## config.mk

```make
export PLATFORM = sky130hd
export DESIGN_NAME = lpdm_top
export DESIGN_NICKNAME = d
export VERILOG_FILES = /design/src/pkg/lpdm_pkg.sv /design/src/rtl/lpdm_compare.sv /design/src/rtl/lpdm_lfsr.sv /design/src/rtl/lpdm_top.sv
export SDC_FILE = /design/constraint.sdc
export NUM_CORES = 1
export LEC_CHECK = 0
export ABC_CLOCK_PERIOD_IN_PS = 3200
export BUFFER_PORTS_ARGS = -buffer_cell sky130_fd_sc_hd__buf_2
export CORE_AREA = 3 3 143 76
export DETAILED_ROUTE_END_ITERATION = 10
export DIE_AREA = 0 0 146 79
export PLACE_DENSITY = 0.86
export SLEW_MARGIN = 20
export SYNTH_ARGS = -nofsm -noshare
export SYNTH_HDL_FRONTEND = slang
export SYNTH_SLANG_ARGS = --single-unit
export TNS_END_PERCENT = 20
```

## constraint.sdc

```tcl
create_clock -name aclk -period 3.2 [get_ports aclk]
set_input_delay 0.32 -clock aclk [delete_from_list [all_inputs] [get_ports aclk]]
set_output_delay 0.32 -clock aclk [all_outputs]
set_load 0.005 [all_outputs]
```

## src/pkg/lpdm_pkg.sv

```systemverilog
`default_nettype none
package lpdm_pkg;
	localparam int unsigned WIDTH_DEF = 8;
	localparam int unsigned WIDTH_MIN = 2;
	localparam int unsigned WIDTH_MAX = 32;

	localparam logic [7:0] OFS_CTRL   = 8'h00;
	localparam logic [7:0] OFS_SEED   = 8'h04;
	localparam logic [7:0] OFS_POLY   = 8'h08;
	localparam logic [7:0] OFS_DENS_A = 8'h0C;
	localparam logic [7:0] OFS_DENS_B = 8'h10;
	localparam logic [7:0] OFS_STATUS = 8'h14;
	localparam logic [7:0] OFS_VALUE  = 8'h18;

	localparam int unsigned CTRL_START  = 0;
	localparam int unsigned CTRL_TYPE_A = 1;
	localparam int unsigned CTRL_TYPE_B = 2;
	localparam int unsigned CTRL_CUSTOM = 3;
	localparam int unsigned CTRL_BITS   = 4;

	localparam int unsigned STAT_STARTED = 0;
	localparam int unsigned STAT_WRAP    = 1;
	localparam int unsigned STAT_BITS    = 2;

	localparam logic [31:0] SEED_RST   = 32'h0000_0001;
	localparam logic [31:0] POLY_RST   = 32'h0000_0000;
	localparam logic [31:0] DENS_RST   = 32'h0000_0000;
	localparam logic [3:0]  CTRL_RST   = 4'h0;

	localparam logic [1:0] RESP_OKAY   = 2'h0;
	localparam logic [1:0] RESP_SLVERR = 2'h2;

	// Comparison sense of one density output.
	typedef enum logic {
		LPDM_CMP_LE = 1'b0,
		LPDM_CMP_GE = 1'b1
	} lpdm_cmp_t;

	typedef struct packed {
		logic      custom_poly;
		lpdm_cmp_t type_b;
		lpdm_cmp_t type_a;
		logic      start;
	} lpdm_ctrl_t;

	typedef struct packed {
		logic enable;
		logic reload;
		logic kill;
	} lpdm_pins_t;

	// Standard maximal-length Galois taps, right-shifting form.
	function automatic logic [31:0] lpdm_std_poly(input int unsigned width);
		logic [31:0] p;
		case (width)
			2:       p = 32'h0000_0003;
			3:       p = 32'h0000_0006;
			4:       p = 32'h0000_000C;
			5:       p = 32'h0000_0014;
			6:       p = 32'h0000_0030;
			7:       p = 32'h0000_0060;
			8:       p = 32'h0000_00B8;
			9:       p = 32'h0000_0110;
			10:      p = 32'h0000_0240;
			11:      p = 32'h0000_0500;
			12:      p = 32'h0000_0829;
			13:      p = 32'h0000_100D;
			14:      p = 32'h0000_2015;
			15:      p = 32'h0000_6000;
			16:      p = 32'h0000_D008;
			17:      p = 32'h0001_2000;
			18:      p = 32'h0002_0400;
			19:      p = 32'h0004_0023;
			20:      p = 32'h0009_0000;
			21:      p = 32'h0014_0000;
			22:      p = 32'h0030_0000;
			23:      p = 32'h0042_0000;
			24:      p = 32'h00E1_0000;
			25:      p = 32'h0120_0000;
			26:      p = 32'h0200_0023;
			27:      p = 32'h0400_0013;
			28:      p = 32'h0900_0000;
			29:      p = 32'h1400_0000;
			30:      p = 32'h2000_0029;
			31:      p = 32'h4800_0000;
			default: p = 32'h8020_0003;
		endcase
		return p;
	endfunction

	// Merges a write word into a register under its byte strobes.
	function automatic logic [31:0] lpdm_strobe(input logic [31:0] old, input logic [31:0] data,
			input logic [3:0] strb);
		logic [31:0] r;
		r = old;
		for (int i = 0; i < 4; i++) begin
			if (strb[i]) begin
				r[8*i +: 8] = data[8*i +: 8];
			end
		end
		return r;
	endfunction
endpackage
`default_nettype wire

```

## src/rtl/lpdm_compare.sv

```systemverilog
`default_nettype none
module lpdm_compare #(
	parameter int unsigned WIDTH = lpdm_pkg::WIDTH_DEF
) (
	input  wire logic               [WIDTH-1:0] value,
	input  wire logic               [WIDTH-1:0] density,
	input  wire lpdm_pkg::lpdm_cmp_t            mode,
	output logic                                hit
);
	wire logic le_hit;
	wire logic ge_hit;

	assign le_hit = value <= density;
	assign ge_hit = value >= density;
	assign hit    = (mode == lpdm_pkg::LPDM_CMP_GE) ? ge_hit : le_hit;
endmodule
`default_nettype wire

```

## src/rtl/lpdm_lfsr.sv

```systemverilog
`default_nettype none
module lpdm_lfsr #(
	parameter int unsigned WIDTH = lpdm_pkg::WIDTH_DEF
) (
	input  wire logic             aclk,
	input  wire logic             aresetn,
	input  wire logic             load,
	input  wire logic             step,
	input  wire logic [WIDTH-1:0] seed,
	input  wire logic [WIDTH-1:0] poly,
	output logic      [WIDTH-1:0] value_q,
	output logic      [WIDTH-1:0] value_d
);
	wire logic [WIDTH-1:0] shifted;
	wire logic [WIDTH-1:0] feedback;

	// Galois form: the bit shifted out folds back into every tap at once, so one XOR level per bit.
	assign shifted  = value_q >> 1;
	assign feedback = value_q[0] ? poly : '0;

	always_comb begin
		value_d = value_q;
		if (load) begin
			value_d = seed;
		end else if (step) begin
			value_d = shifted ^ feedback;
		end
	end

	always_ff @(posedge aclk) begin
		if (!aresetn) begin
			value_q <= lpdm_pkg::SEED_RST[WIDTH-1:0];
		end else begin
			value_q <= value_d;
		end
	end
endmodule
`default_nettype wire

```

## src/rtl/lpdm_top.sv

```systemverilog
// How it works
// The sequence width is a build-time parameter from 2 to 32 bits and sets the comparison resolution.
// The sequence comes from a Galois shift register with a maximal-length feedback polynomial.
// For every width the polynomial is either the built-in standard one or a custom value from software.
// The start value is software-set and any nonzero value is allowed, since zero would lock the register.
// The register steps once per clock only while enable is high and reload is low, else it holds.
// While reload is high the register is loaded with the configured start value.
// Reload has no effect on the register until the block has been started.
// While kill is high both density outputs are forced low, and they resume when kill falls.
// Two density outputs compare the same shared sequence value against their own density values.
// In less-or-equal mode an output is high exactly while the value does not exceed its density.
// In greater-or-equal mode an output is high exactly while the value is at least its density.
// Density values reach from never high to always high over one sequence period; in greater-or-equal mode the lowest is one high clock per period.
// The serial output always carries the least significant bit of the register.
// The wrap pulse exists only for widths of 8, 16, 24 and 32 bits.
// The wrap pulse is high for one clock each time the value becomes all ones, once per period.
// Every state change happens on the rising clock edge and every output comes from a flip-flop.
`default_nettype none
module lpdm_top #(
	parameter int unsigned WIDTH = lpdm_pkg::WIDTH_DEF
) (
	input  wire logic        aclk,
	input  wire logic        aresetn,
	input  wire logic [31:0] s_axi_awaddr,
	input  wire logic [2:0]  s_axi_awprot,
	input  wire logic        s_axi_awvalid,
	output logic             s_axi_awready,
	input  wire logic [31:0] s_axi_wdata,
	input  wire logic [3:0]  s_axi_wstrb,
	input  wire logic        s_axi_wvalid,
	output logic             s_axi_wready,
	output logic [1:0]       s_axi_bresp,
	output logic             s_axi_bvalid,
	input  wire logic        s_axi_bready,
	input  wire logic [31:0] s_axi_araddr,
	input  wire logic [2:0]  s_axi_arprot,
	input  wire logic        s_axi_arvalid,
	output logic             s_axi_arready,
	output logic [31:0]      s_axi_rdata,
	output logic [1:0]       s_axi_rresp,
	output logic             s_axi_rvalid,
	input  wire logic        s_axi_rready,
	input  wire logic        enable,
	input  wire logic        reload,
	input  wire logic        kill,
	output logic             density_out_a,
	output logic             density_out_b,
	output logic             bitstream,
	output logic             sequence_wrap_pulse
);
	localparam logic [WIDTH-1:0] ALL_ONES = '1;
	localparam bit HAS_WRAP = (WIDTH == 8) || (WIDTH == 16) || (WIDTH == 24) || (WIDTH == 32);
	localparam logic [31:0] STD_POLY = lpdm_pkg::lpdm_std_poly(WIDTH);

	typedef enum logic [1:0] {
		WR_IDLE = 2'b01,
		WR_RESP = 2'b10
	} lpdm_wr_state_t;

	// Control pins come from other components on unknown timing, so each passes two flip-flops.
	lpdm_pkg::lpdm_pins_t pins_meta_q;
	lpdm_pkg::lpdm_pins_t pins_q;

	lpdm_pkg::lpdm_ctrl_t ctrl_q;
	logic [WIDTH-1:0]     seed_q;
	logic [WIDTH-1:0]     poly_q;
	logic [WIDTH-1:0]     dens_a_q;
	logic [WIDTH-1:0]     dens_b_q;

	lpdm_wr_state_t       wr_state_q;
	logic                 aw_have_q;
	logic                 w_have_q;
	logic [7:0]           aw_addr_q;
	logic [31:0]          w_data_q;
	logic [3:0]           w_strb_q;

	logic [WIDTH-1:0]     value_q;
	logic [WIDTH-1:0]     value_d;
	logic                 hit_a;
	logic                 hit_b;

	wire logic            started;
	wire logic            do_load;
	wire logic            do_step;
	wire logic [WIDTH-1:0] poly_sel;
	wire logic            do_write;
	wire logic            wr_ctrl;
	wire logic            wr_seed;
	wire logic            wr_poly;
	wire logic            wr_dens_a;
	wire logic            wr_dens_b;
	wire logic            wr_mapped;
	wire logic [31:0]     wr_word;
	wire logic [WIDTH-1:0] seed_new;
	wire logic            rd_take;
	wire logic [31:0]     wr_old;
	wire logic            rd_mapped;
	wire logic [31:0]     rd_word;
	wire logic [31:0]     status_word;
	wire logic            wrap_next;

	assign started = ctrl_q.start;
	// Reload only counts once started; stepping needs start too, because the block only runs after it starts.
	assign do_load  = started && pins_q.reload;
	assign do_step  = started && pins_q.enable && !pins_q.reload;
	assign poly_sel = ctrl_q.custom_poly ? poly_q : STD_POLY[WIDTH-1:0];

	lpdm_lfsr #(
		.WIDTH(WIDTH)
	) u_lfsr (
		.aclk   (aclk),
		.aresetn(aresetn),
		.load   (do_load),
		.step   (do_step),
		.seed   (seed_q),
		.poly   (poly_sel),
		.value_q(value_q),
		.value_d(value_d)
	);

	// Both comparators watch the one shared value so the two outputs stay correlated.
	lpdm_compare #(
		.WIDTH(WIDTH)
	) u_cmp_a (
		.value  (value_q),
		.density(dens_a_q),
		.mode   (ctrl_q.type_a),
		.hit    (hit_a)
	);

	lpdm_compare #(
		.WIDTH(WIDTH)
	) u_cmp_b (
		.value  (value_q),
		.density(dens_b_q),
		.mode   (ctrl_q.type_b),
		.hit    (hit_b)
	);

	always_ff @(posedge aclk) begin
		if (!aresetn) begin
			pins_meta_q <= '0;
			pins_q      <= '0;
		end else begin
			pins_meta_q <= {enable, reload, kill};
			pins_q      <= pins_meta_q;
		end
	end

	// Outputs are registered from the value, so they trail the register by one clock.
	always_ff @(posedge aclk) begin
		if (!aresetn) begin
			density_out_a <= 1'b0;
			density_out_b <= 1'b0;
			bitstream     <= 1'b0;
		end else begin
			density_out_a <= hit_a && !pins_q.kill;
			density_out_b <= hit_b && !pins_q.kill;
			bitstream     <= value_q[0];
		end
	end

	// The pulse marks the step into all ones, so a stalled register does not stretch it.
	assign wrap_next = HAS_WRAP && do_step && !do_load && (value_d == ALL_ONES);

	always_ff @(posedge aclk) begin
		if (!aresetn) begin
			sequence_wrap_pulse <= 1'b0;
		end else begin
			sequence_wrap_pulse <= wrap_next;
		end
	end

	// Write channel: address and data are caught in either order, then applied together.
	assign do_write  = (wr_state_q == WR_IDLE) && aw_have_q && w_have_q;
	assign wr_ctrl   = aw_addr_q == lpdm_pkg::OFS_CTRL;
	assign wr_seed   = aw_addr_q == lpdm_pkg::OFS_SEED;
	assign wr_poly   = aw_addr_q == lpdm_pkg::OFS_POLY;
	assign wr_dens_a = aw_addr_q == lpdm_pkg::OFS_DENS_A;
	assign wr_dens_b = aw_addr_q == lpdm_pkg::OFS_DENS_B;
	assign wr_mapped = wr_ctrl || wr_seed || wr_poly || wr_dens_a || wr_dens_b;
	assign wr_word   = lpdm_pkg::lpdm_strobe(wr_old, w_data_q, w_strb_q);
	assign seed_new  = wr_word[WIDTH-1:0];

	always_ff @(posedge aclk) begin
		if (!aresetn) begin
			aw_have_q <= 1'b0;
			aw_addr_q <= 8'h00;
		end else if (s_axi_awvalid && s_axi_awready) begin
			aw_have_q <= 1'b1;
			aw_addr_q <= s_axi_awaddr[7:0];
		end else if (do_write) begin
			aw_have_q <= 1'b0;
		end
	end

	always_ff @(posedge aclk) begin
		if (!aresetn) begin
			w_have_q <= 1'b0;
			w_data_q <= 32'h0000_0000;
			w_strb_q <= 4'h0;
		end else if (s_axi_wvalid && s_axi_wready) begin
			w_have_q <= 1'b1;
			w_data_q <= s_axi_wdata;
			w_strb_q <= s_axi_wstrb;
		end else if (do_write) begin
			w_have_q <= 1'b0;
		end
	end

	always_ff @(posedge aclk) begin
		if (!aresetn) begin
			s_axi_awready <= 1'b0;
			s_axi_wready  <= 1'b0;
		end else begin
			s_axi_awready <= !aw_have_q && !(s_axi_awvalid && s_axi_awready) && (wr_state_q == WR_IDLE);
			s_axi_wready  <= !w_have_q && !(s_axi_wvalid && s_axi_wready) && (wr_state_q == WR_IDLE);
		end
	end

	always_ff @(posedge aclk) begin
		if (!aresetn) begin
			wr_state_q   <= WR_IDLE;
			s_axi_bvalid <= 1'b0;
			s_axi_bresp  <= lpdm_pkg::RESP_OKAY;
		end else begin
			case (wr_state_q)
				WR_IDLE: begin
					if (do_write) begin
						wr_state_q   <= WR_RESP;
						s_axi_bvalid <= 1'b1;
						s_axi_bresp  <= wr_mapped ? lpdm_pkg::RESP_OKAY : lpdm_pkg::RESP_SLVERR;
					end
				end
				WR_RESP: begin
					if (s_axi_bready) begin
						wr_state_q   <= WR_IDLE;
						s_axi_bvalid <= 1'b0;
					end
				end
				default: begin
					wr_state_q   <= WR_IDLE;
					s_axi_bvalid <= 1'b0;
				end
			endcase
		end
	end

	// The width limit is fixed at build; widths outside 2..32 are not supported.
	// Density registers span the full width, so in less-or-equal mode zero and all ones give never and always high.
	always_ff @(posedge aclk) begin
		if (!aresetn) begin
			ctrl_q   <= lpdm_pkg::CTRL_RST;
			seed_q   <= lpdm_pkg::SEED_RST[WIDTH-1:0];
			poly_q   <= lpdm_pkg::POLY_RST[WIDTH-1:0];
			dens_a_q <= lpdm_pkg::DENS_RST[WIDTH-1:0];
			dens_b_q <= lpdm_pkg::DENS_RST[WIDTH-1:0];
		end else if (do_write) begin
			if (wr_ctrl) begin
				ctrl_q <= wr_word[lpdm_pkg::CTRL_BITS-1:0];
			end
			// A zero seed is dropped and the old one kept, since zero would lock the register.
			if (wr_seed && (seed_new != '0)) begin
				seed_q <= seed_new;
			end
			if (wr_poly) begin
				poly_q <= wr_word[WIDTH-1:0];
			end
			if (wr_dens_a) begin
				dens_a_q <= wr_word[WIDTH-1:0];
			end
			if (wr_dens_b) begin
				dens_b_q <= wr_word[WIDTH-1:0];
			end
		end
	end

	// Read channel: one read at a time; the strobe merge runs the same decode on its own address.
	// A write therefore never stalls a read, at the cost of a second copy of the read-back mux.
	function automatic logic [31:0] reg_word(input logic [7:0] addr, input logic [31:0] c, input logic [31:0] s,
			input logic [31:0] p, input logic [31:0] da, input logic [31:0] db, input logic [31:0] st,
			input logic [31:0] v);
		logic [31:0] r;
		r = 32'h0000_0000;
		if (addr == lpdm_pkg::OFS_CTRL) begin
			r = c;
		end else if (addr == lpdm_pkg::OFS_SEED) begin
			r = s;
		end else if (addr == lpdm_pkg::OFS_POLY) begin
			r = p;
		end else if (addr == lpdm_pkg::OFS_DENS_A) begin
			r = da;
		end else if (addr == lpdm_pkg::OFS_DENS_B) begin
			r = db;
		end else if (addr == lpdm_pkg::OFS_STATUS) begin
			r = st;
		end else if (addr == lpdm_pkg::OFS_VALUE) begin
			r = v;
		end
		return r;
	endfunction

	assign rd_take     = s_axi_arvalid && s_axi_arready;
	assign status_word = {{(32 - lpdm_pkg::STAT_BITS){1'b0}}, sequence_wrap_pulse, started};
	assign rd_mapped   = (s_axi_araddr[7:0] == lpdm_pkg::OFS_CTRL) || (s_axi_araddr[7:0] == lpdm_pkg::OFS_SEED)
		|| (s_axi_araddr[7:0] == lpdm_pkg::OFS_POLY) || (s_axi_araddr[7:0] == lpdm_pkg::OFS_DENS_A)
		|| (s_axi_araddr[7:0] == lpdm_pkg::OFS_DENS_B) || (s_axi_araddr[7:0] == lpdm_pkg::OFS_STATUS)
		|| (s_axi_araddr[7:0] == lpdm_pkg::OFS_VALUE);
	assign rd_word     = reg_word(s_axi_araddr[7:0], 32'(ctrl_q), 32'(seed_q), 32'(poly_q), 32'(dens_a_q),
		32'(dens_b_q), status_word, 32'(value_q));
	assign wr_old      = reg_word(aw_addr_q, 32'(ctrl_q), 32'(seed_q), 32'(poly_q), 32'(dens_a_q),
		32'(dens_b_q), status_word, 32'(value_q));

	always_ff @(posedge aclk) begin
		if (!aresetn) begin
			s_axi_arready <= 1'b0;
			s_axi_rvalid  <= 1'b0;
			s_axi_rdata   <= 32'h0000_0000;
			s_axi_rresp   <= lpdm_pkg::RESP_OKAY;
		end else if (rd_take) begin
			s_axi_arready <= 1'b0;
			s_axi_rvalid  <= 1'b1;
			s_axi_rdata   <= rd_word;
			s_axi_rresp   <= rd_mapped ? lpdm_pkg::RESP_OKAY : lpdm_pkg::RESP_SLVERR;
		end else if (s_axi_rvalid) begin
			s_axi_arready <= 1'b0;
			if (s_axi_rready) begin
				s_axi_rvalid <= 1'b0;
			end
		end else begin
			s_axi_arready <= 1'b1;
		end
	end
endmodule
`default_nettype wire

```

==> summary.txt <==
Clocking
  • CTS Buffer Depth: 2
  • Setup Buffers After CTS: 0
  • Clock-pin transition on the worst setup and hold timing paths: roughly 0.060 ns
  • Clk_lat worst skew: 0.35 ns
  • CTS resizes: 0
  • CTS root buf: clkbuf_16
  • Depth of the CTS H-tree: 3
  • CTS Buf Count: 9
  • CTS sink count: 89
  • CTS tree: built
  • CTS hold repair buffers: 0

Critical path
  • Reg2Reg Depth: 9
  • CP Class: reg2reg
  • Reg-to-reg setup timing slack: 0.24 ns
  • Crit start category: flop
  • FF-to-FF End: seed_q[4]$_SDFFE_PN0P_
  • R2r startpoint: aw_addr_q[3]$_SDFFE_PN0P_
  • Worst-path fanout max: 13
  • CP arrival: 3.21 ns
  • Critical Path RT: 3.44 ns
  • Worst setup EP type: flop

Synth
  • Syn avg cell area: approximately 8.2 µm²
  • Register area share after synthesis: 0.366
  • Synth top area share: 0.366
  • Netlist Area Pre-Place: 4870 µm²
  • Synthesis-stage register bit count: 89
  • Post-synth ARST share: 0
  • Ranking of synthesized cells by area: dfxtp_1 37%, a21oi_1 6.0%, nand2_1 5.7%, mux2i_1 5.3%, nor2_1 4.3%
  • Mapped Cells: 597
  • Main synth FF type: dfxtp_1
  • Post-synth top area cell: dfxtp_1
  • EDFF count, synth: 0
  • Synth unique cells: 60
  • YS warnings: 0

STA
  • Tightest Pin Transition: 0.712 ns
  • Slew HR: 0.525
  • Peak Freq: 337 MHz
  • RSZ-0062 raised after global routing: no
  • Final setup TNS: 0 ns
  • Final hold slack: 0.177 ns
  • Setup violations, final: 0
  • Clock Skew: 0.00442 ns
  • Fin crit share: 0.927
  • Final Hold Vio Count: 0
  • Period minus WS final: roughly 3 ns
  • Max Slew Vio Count: 0

Power and ir drop
  • Sw Pwr: roughly 0.62 mW
  • Cell-internal power: 1.90 mW
  • PwrDens: 460 nW/µm²
  • Leakage power: 2.19 nW
  • Comb power frac: 0.087
  • Switching share of total power: 0.245
  • Max VDD drop: 0.243 mV
  • Flop pwr share: 0.460
  • Clk pwr share: 0.453
  • Power Total: 2.52 mW

Global routing
  • Vias in the first global route: 3984
  • Global-route wire length before repair: between 20 and 25 mm
  • GRT overflow: 0
  • GRT Util Overall: 0.229
  • Initial antenna violation count: 0
  • Largest net degree at the start of global routing: 39

Status
  • Status: completed

Worst hold path
  • Hold crit path type: in2reg
  • Hold Crit Start: enable
  • Worst Hold End: pins_meta_q[2]$_SDFF_PN0_
  • Worst Hold Path Cells: 2

Routing
  • Via density: 5.80
  • Final ANT Viol Nets: 0
  • 1st-pass router iterations: 5
  • Drt drc: 0
  • Drt initial violations: 515
  • Vias: 4532
  • Drt wl/cell: 16.9 µm
  • Drt total wl: 13.2 mm

Floorplanning
  • Die X: 146 µm
  • Core area: about 9500 µm²
  • Die Span Y: 79 µm
  • # rows: 25
  • Initial Utilization: 0.514
  • Die area: between 10000 and 15000 µm²
  • Top Ports: approximately 160

Final layout
  • Fraction of layout cells with a size suffix above 1: 0.153
  • Area grow syn2layout: 12.7%
  • Final Core Density: 0.579
  • # diodes: 0
  • Layout Cells excl Fill: 781
  • Commonest non-fill, non-tap cell in the layout: dfxtp_1
  • Nets: about 770
  • Most frequent cells in the layout: 89 x dfxtp_1, 74 x nand2_1, 58 x a21oi_1, 56 x nor2_1, 53 x buf_2

Place
  • GP Congestion: approximately 1.0
  • Placed cell count: 765
  • Port bufs: 53
  • Post-DP HPWL: ~9.7 mm

Run
  • Max-Cap Viols: 0
-- cell families (layout without fill, tap and decap cells) --
family,after synthesis,in the layout,synth area share
simple gates,214,214,0.205
compound gates,156,156,0.210
flops,89,89,0.366
buf+inv,83,107,0.0894
mux,31,31,0.0743
fa+ha+maj,16,16,0.0411
xor+xnor,7,7,0.0126
other cells,1,26,0.000770
-- worst max-delay path by stage --
| stage | start | slack (ns) | to | depth (start not counted) |
|---|---|---|---|---|
| finish | aw_addr_q[3]$_SDFFE_PN0P_ | 0.24 | seed_q[4]$_SDFFE_PN0P_ | 9 |
| global route | aw_addr_q[4]$_SDFFE_PN0P_ | 0.05 | seed_q[2]$_SDFFE_PN0P_ | 8 |
| CTS | aw_addr_q[3]$_SDFFE_PN0P_ | 0.36 | seed_q[4]$_SDFFE_PN0P_ | 9 |
| detailed placement | aw_addr_q[4]$_SDFFE_PN0P_ | 0.42 | seed_q[4]$_SDFFE_PN0P_ | 8 |
| global placement | aw_addr_q[4]$_SDFFE_PN0P_ | 0.45 | seed_q[7]$_SDFFE_PN0P_ | 8 |
| floorplan | aw_addr_q[5]$_SDFFE_PN0P_ | 0.90 | seed_q[3]$_SDFFE_PN0P_ | 10 |
-- state kept, by name, indices dropped and copies added, names as in the netlist, 3 cells and up --
signal	flops
dens_b_q	8
s_axi_rdata	8
w_data_q	8
pins_meta_q	3
pins_q	3
ctrl_q	3
u_lfsr.value_q	8
seed_q	8
dens_a_q	8
aw_addr_q	8
poly_q	8
-- metrics by stage --
stage	setup WS, ns	instance area [µm²]
after floorplan	0.901	4960
after global placement	0.447	5160
after detailed placement	0.422	5160
after CTS	0.359	5490
after global routing	0.0493	5490
final	0.235	5490
-- layer usage --
metal	global-route usage	wire length, µm	vias up
met5	0	0	-
met4	0.0779	245	0
met3	0.0667	1670	26
met2	0.332	5360	280
met1	0.327	5940	2077
li1	-	-	2149
-- final cells by class --
| type | instances | area (µm²) |
|---|---|---|
| clock buffer | 9 | 225 |
| sequential | 89 | 1780 |
| tap | 135 | 169 |
| multi-input combinational | 450 | 2750 |
| inverter | 23 | 86.3 |
| timing repair buffer | 68 | 378 |
| fill | 845 | 3990 |
| clock inverter | 7 | 100 |
-- synthesized netlist by cell type (all sizes together) (4+ instances only) --
cell	n
dfxtp	89
nand2	74
a21oi	58
nor2	57
buf	35
mux2i	26
clkbuf	25
o21ai	24
inv	23
ha	16
nor3	15
and2	13
a211oi	12
nand3	11
nand2b	10
nor2b	8
o21a	8
nand4	7
a22oi	6
o22ai	6
xor2	6
nor4	5
o221ai	5
o31a	5
a221o	4
a31oi	4
a32o	4
mux4	4
-- worst max-delay path, cell delays in order, from the launching register on --
cell and delay [ns]:
dfxtp_1 0.63, buf_4 0.30, mux2i_1 0.29, o21ai_0 0.12
a31oi_1 0.31, nand3_1 0.13, nor4_2 0.32, and3_1 0.41
nor2_2 0.14, o21a_1 0.20
-- power by group through the flow --
| stage | sequential (mW) | combinational [mW] | clock (mW) |
|---|---|---|---|
| after detailed placement | 1.18 | 0.212 | 0 |
| final | 1.16 | 0.219 | 1.14 |
| after floorplan | 1.17 | 0.186 | 0 |
| after global placement | 1.18 | 0.210 | 0 |
| after CTS | 1.16 | 0.214 | 1.16 |
| after global routing | 1.16 | 0.242 | 1.21 |
No activity file was read; power rests on OpenSTA's default activity.
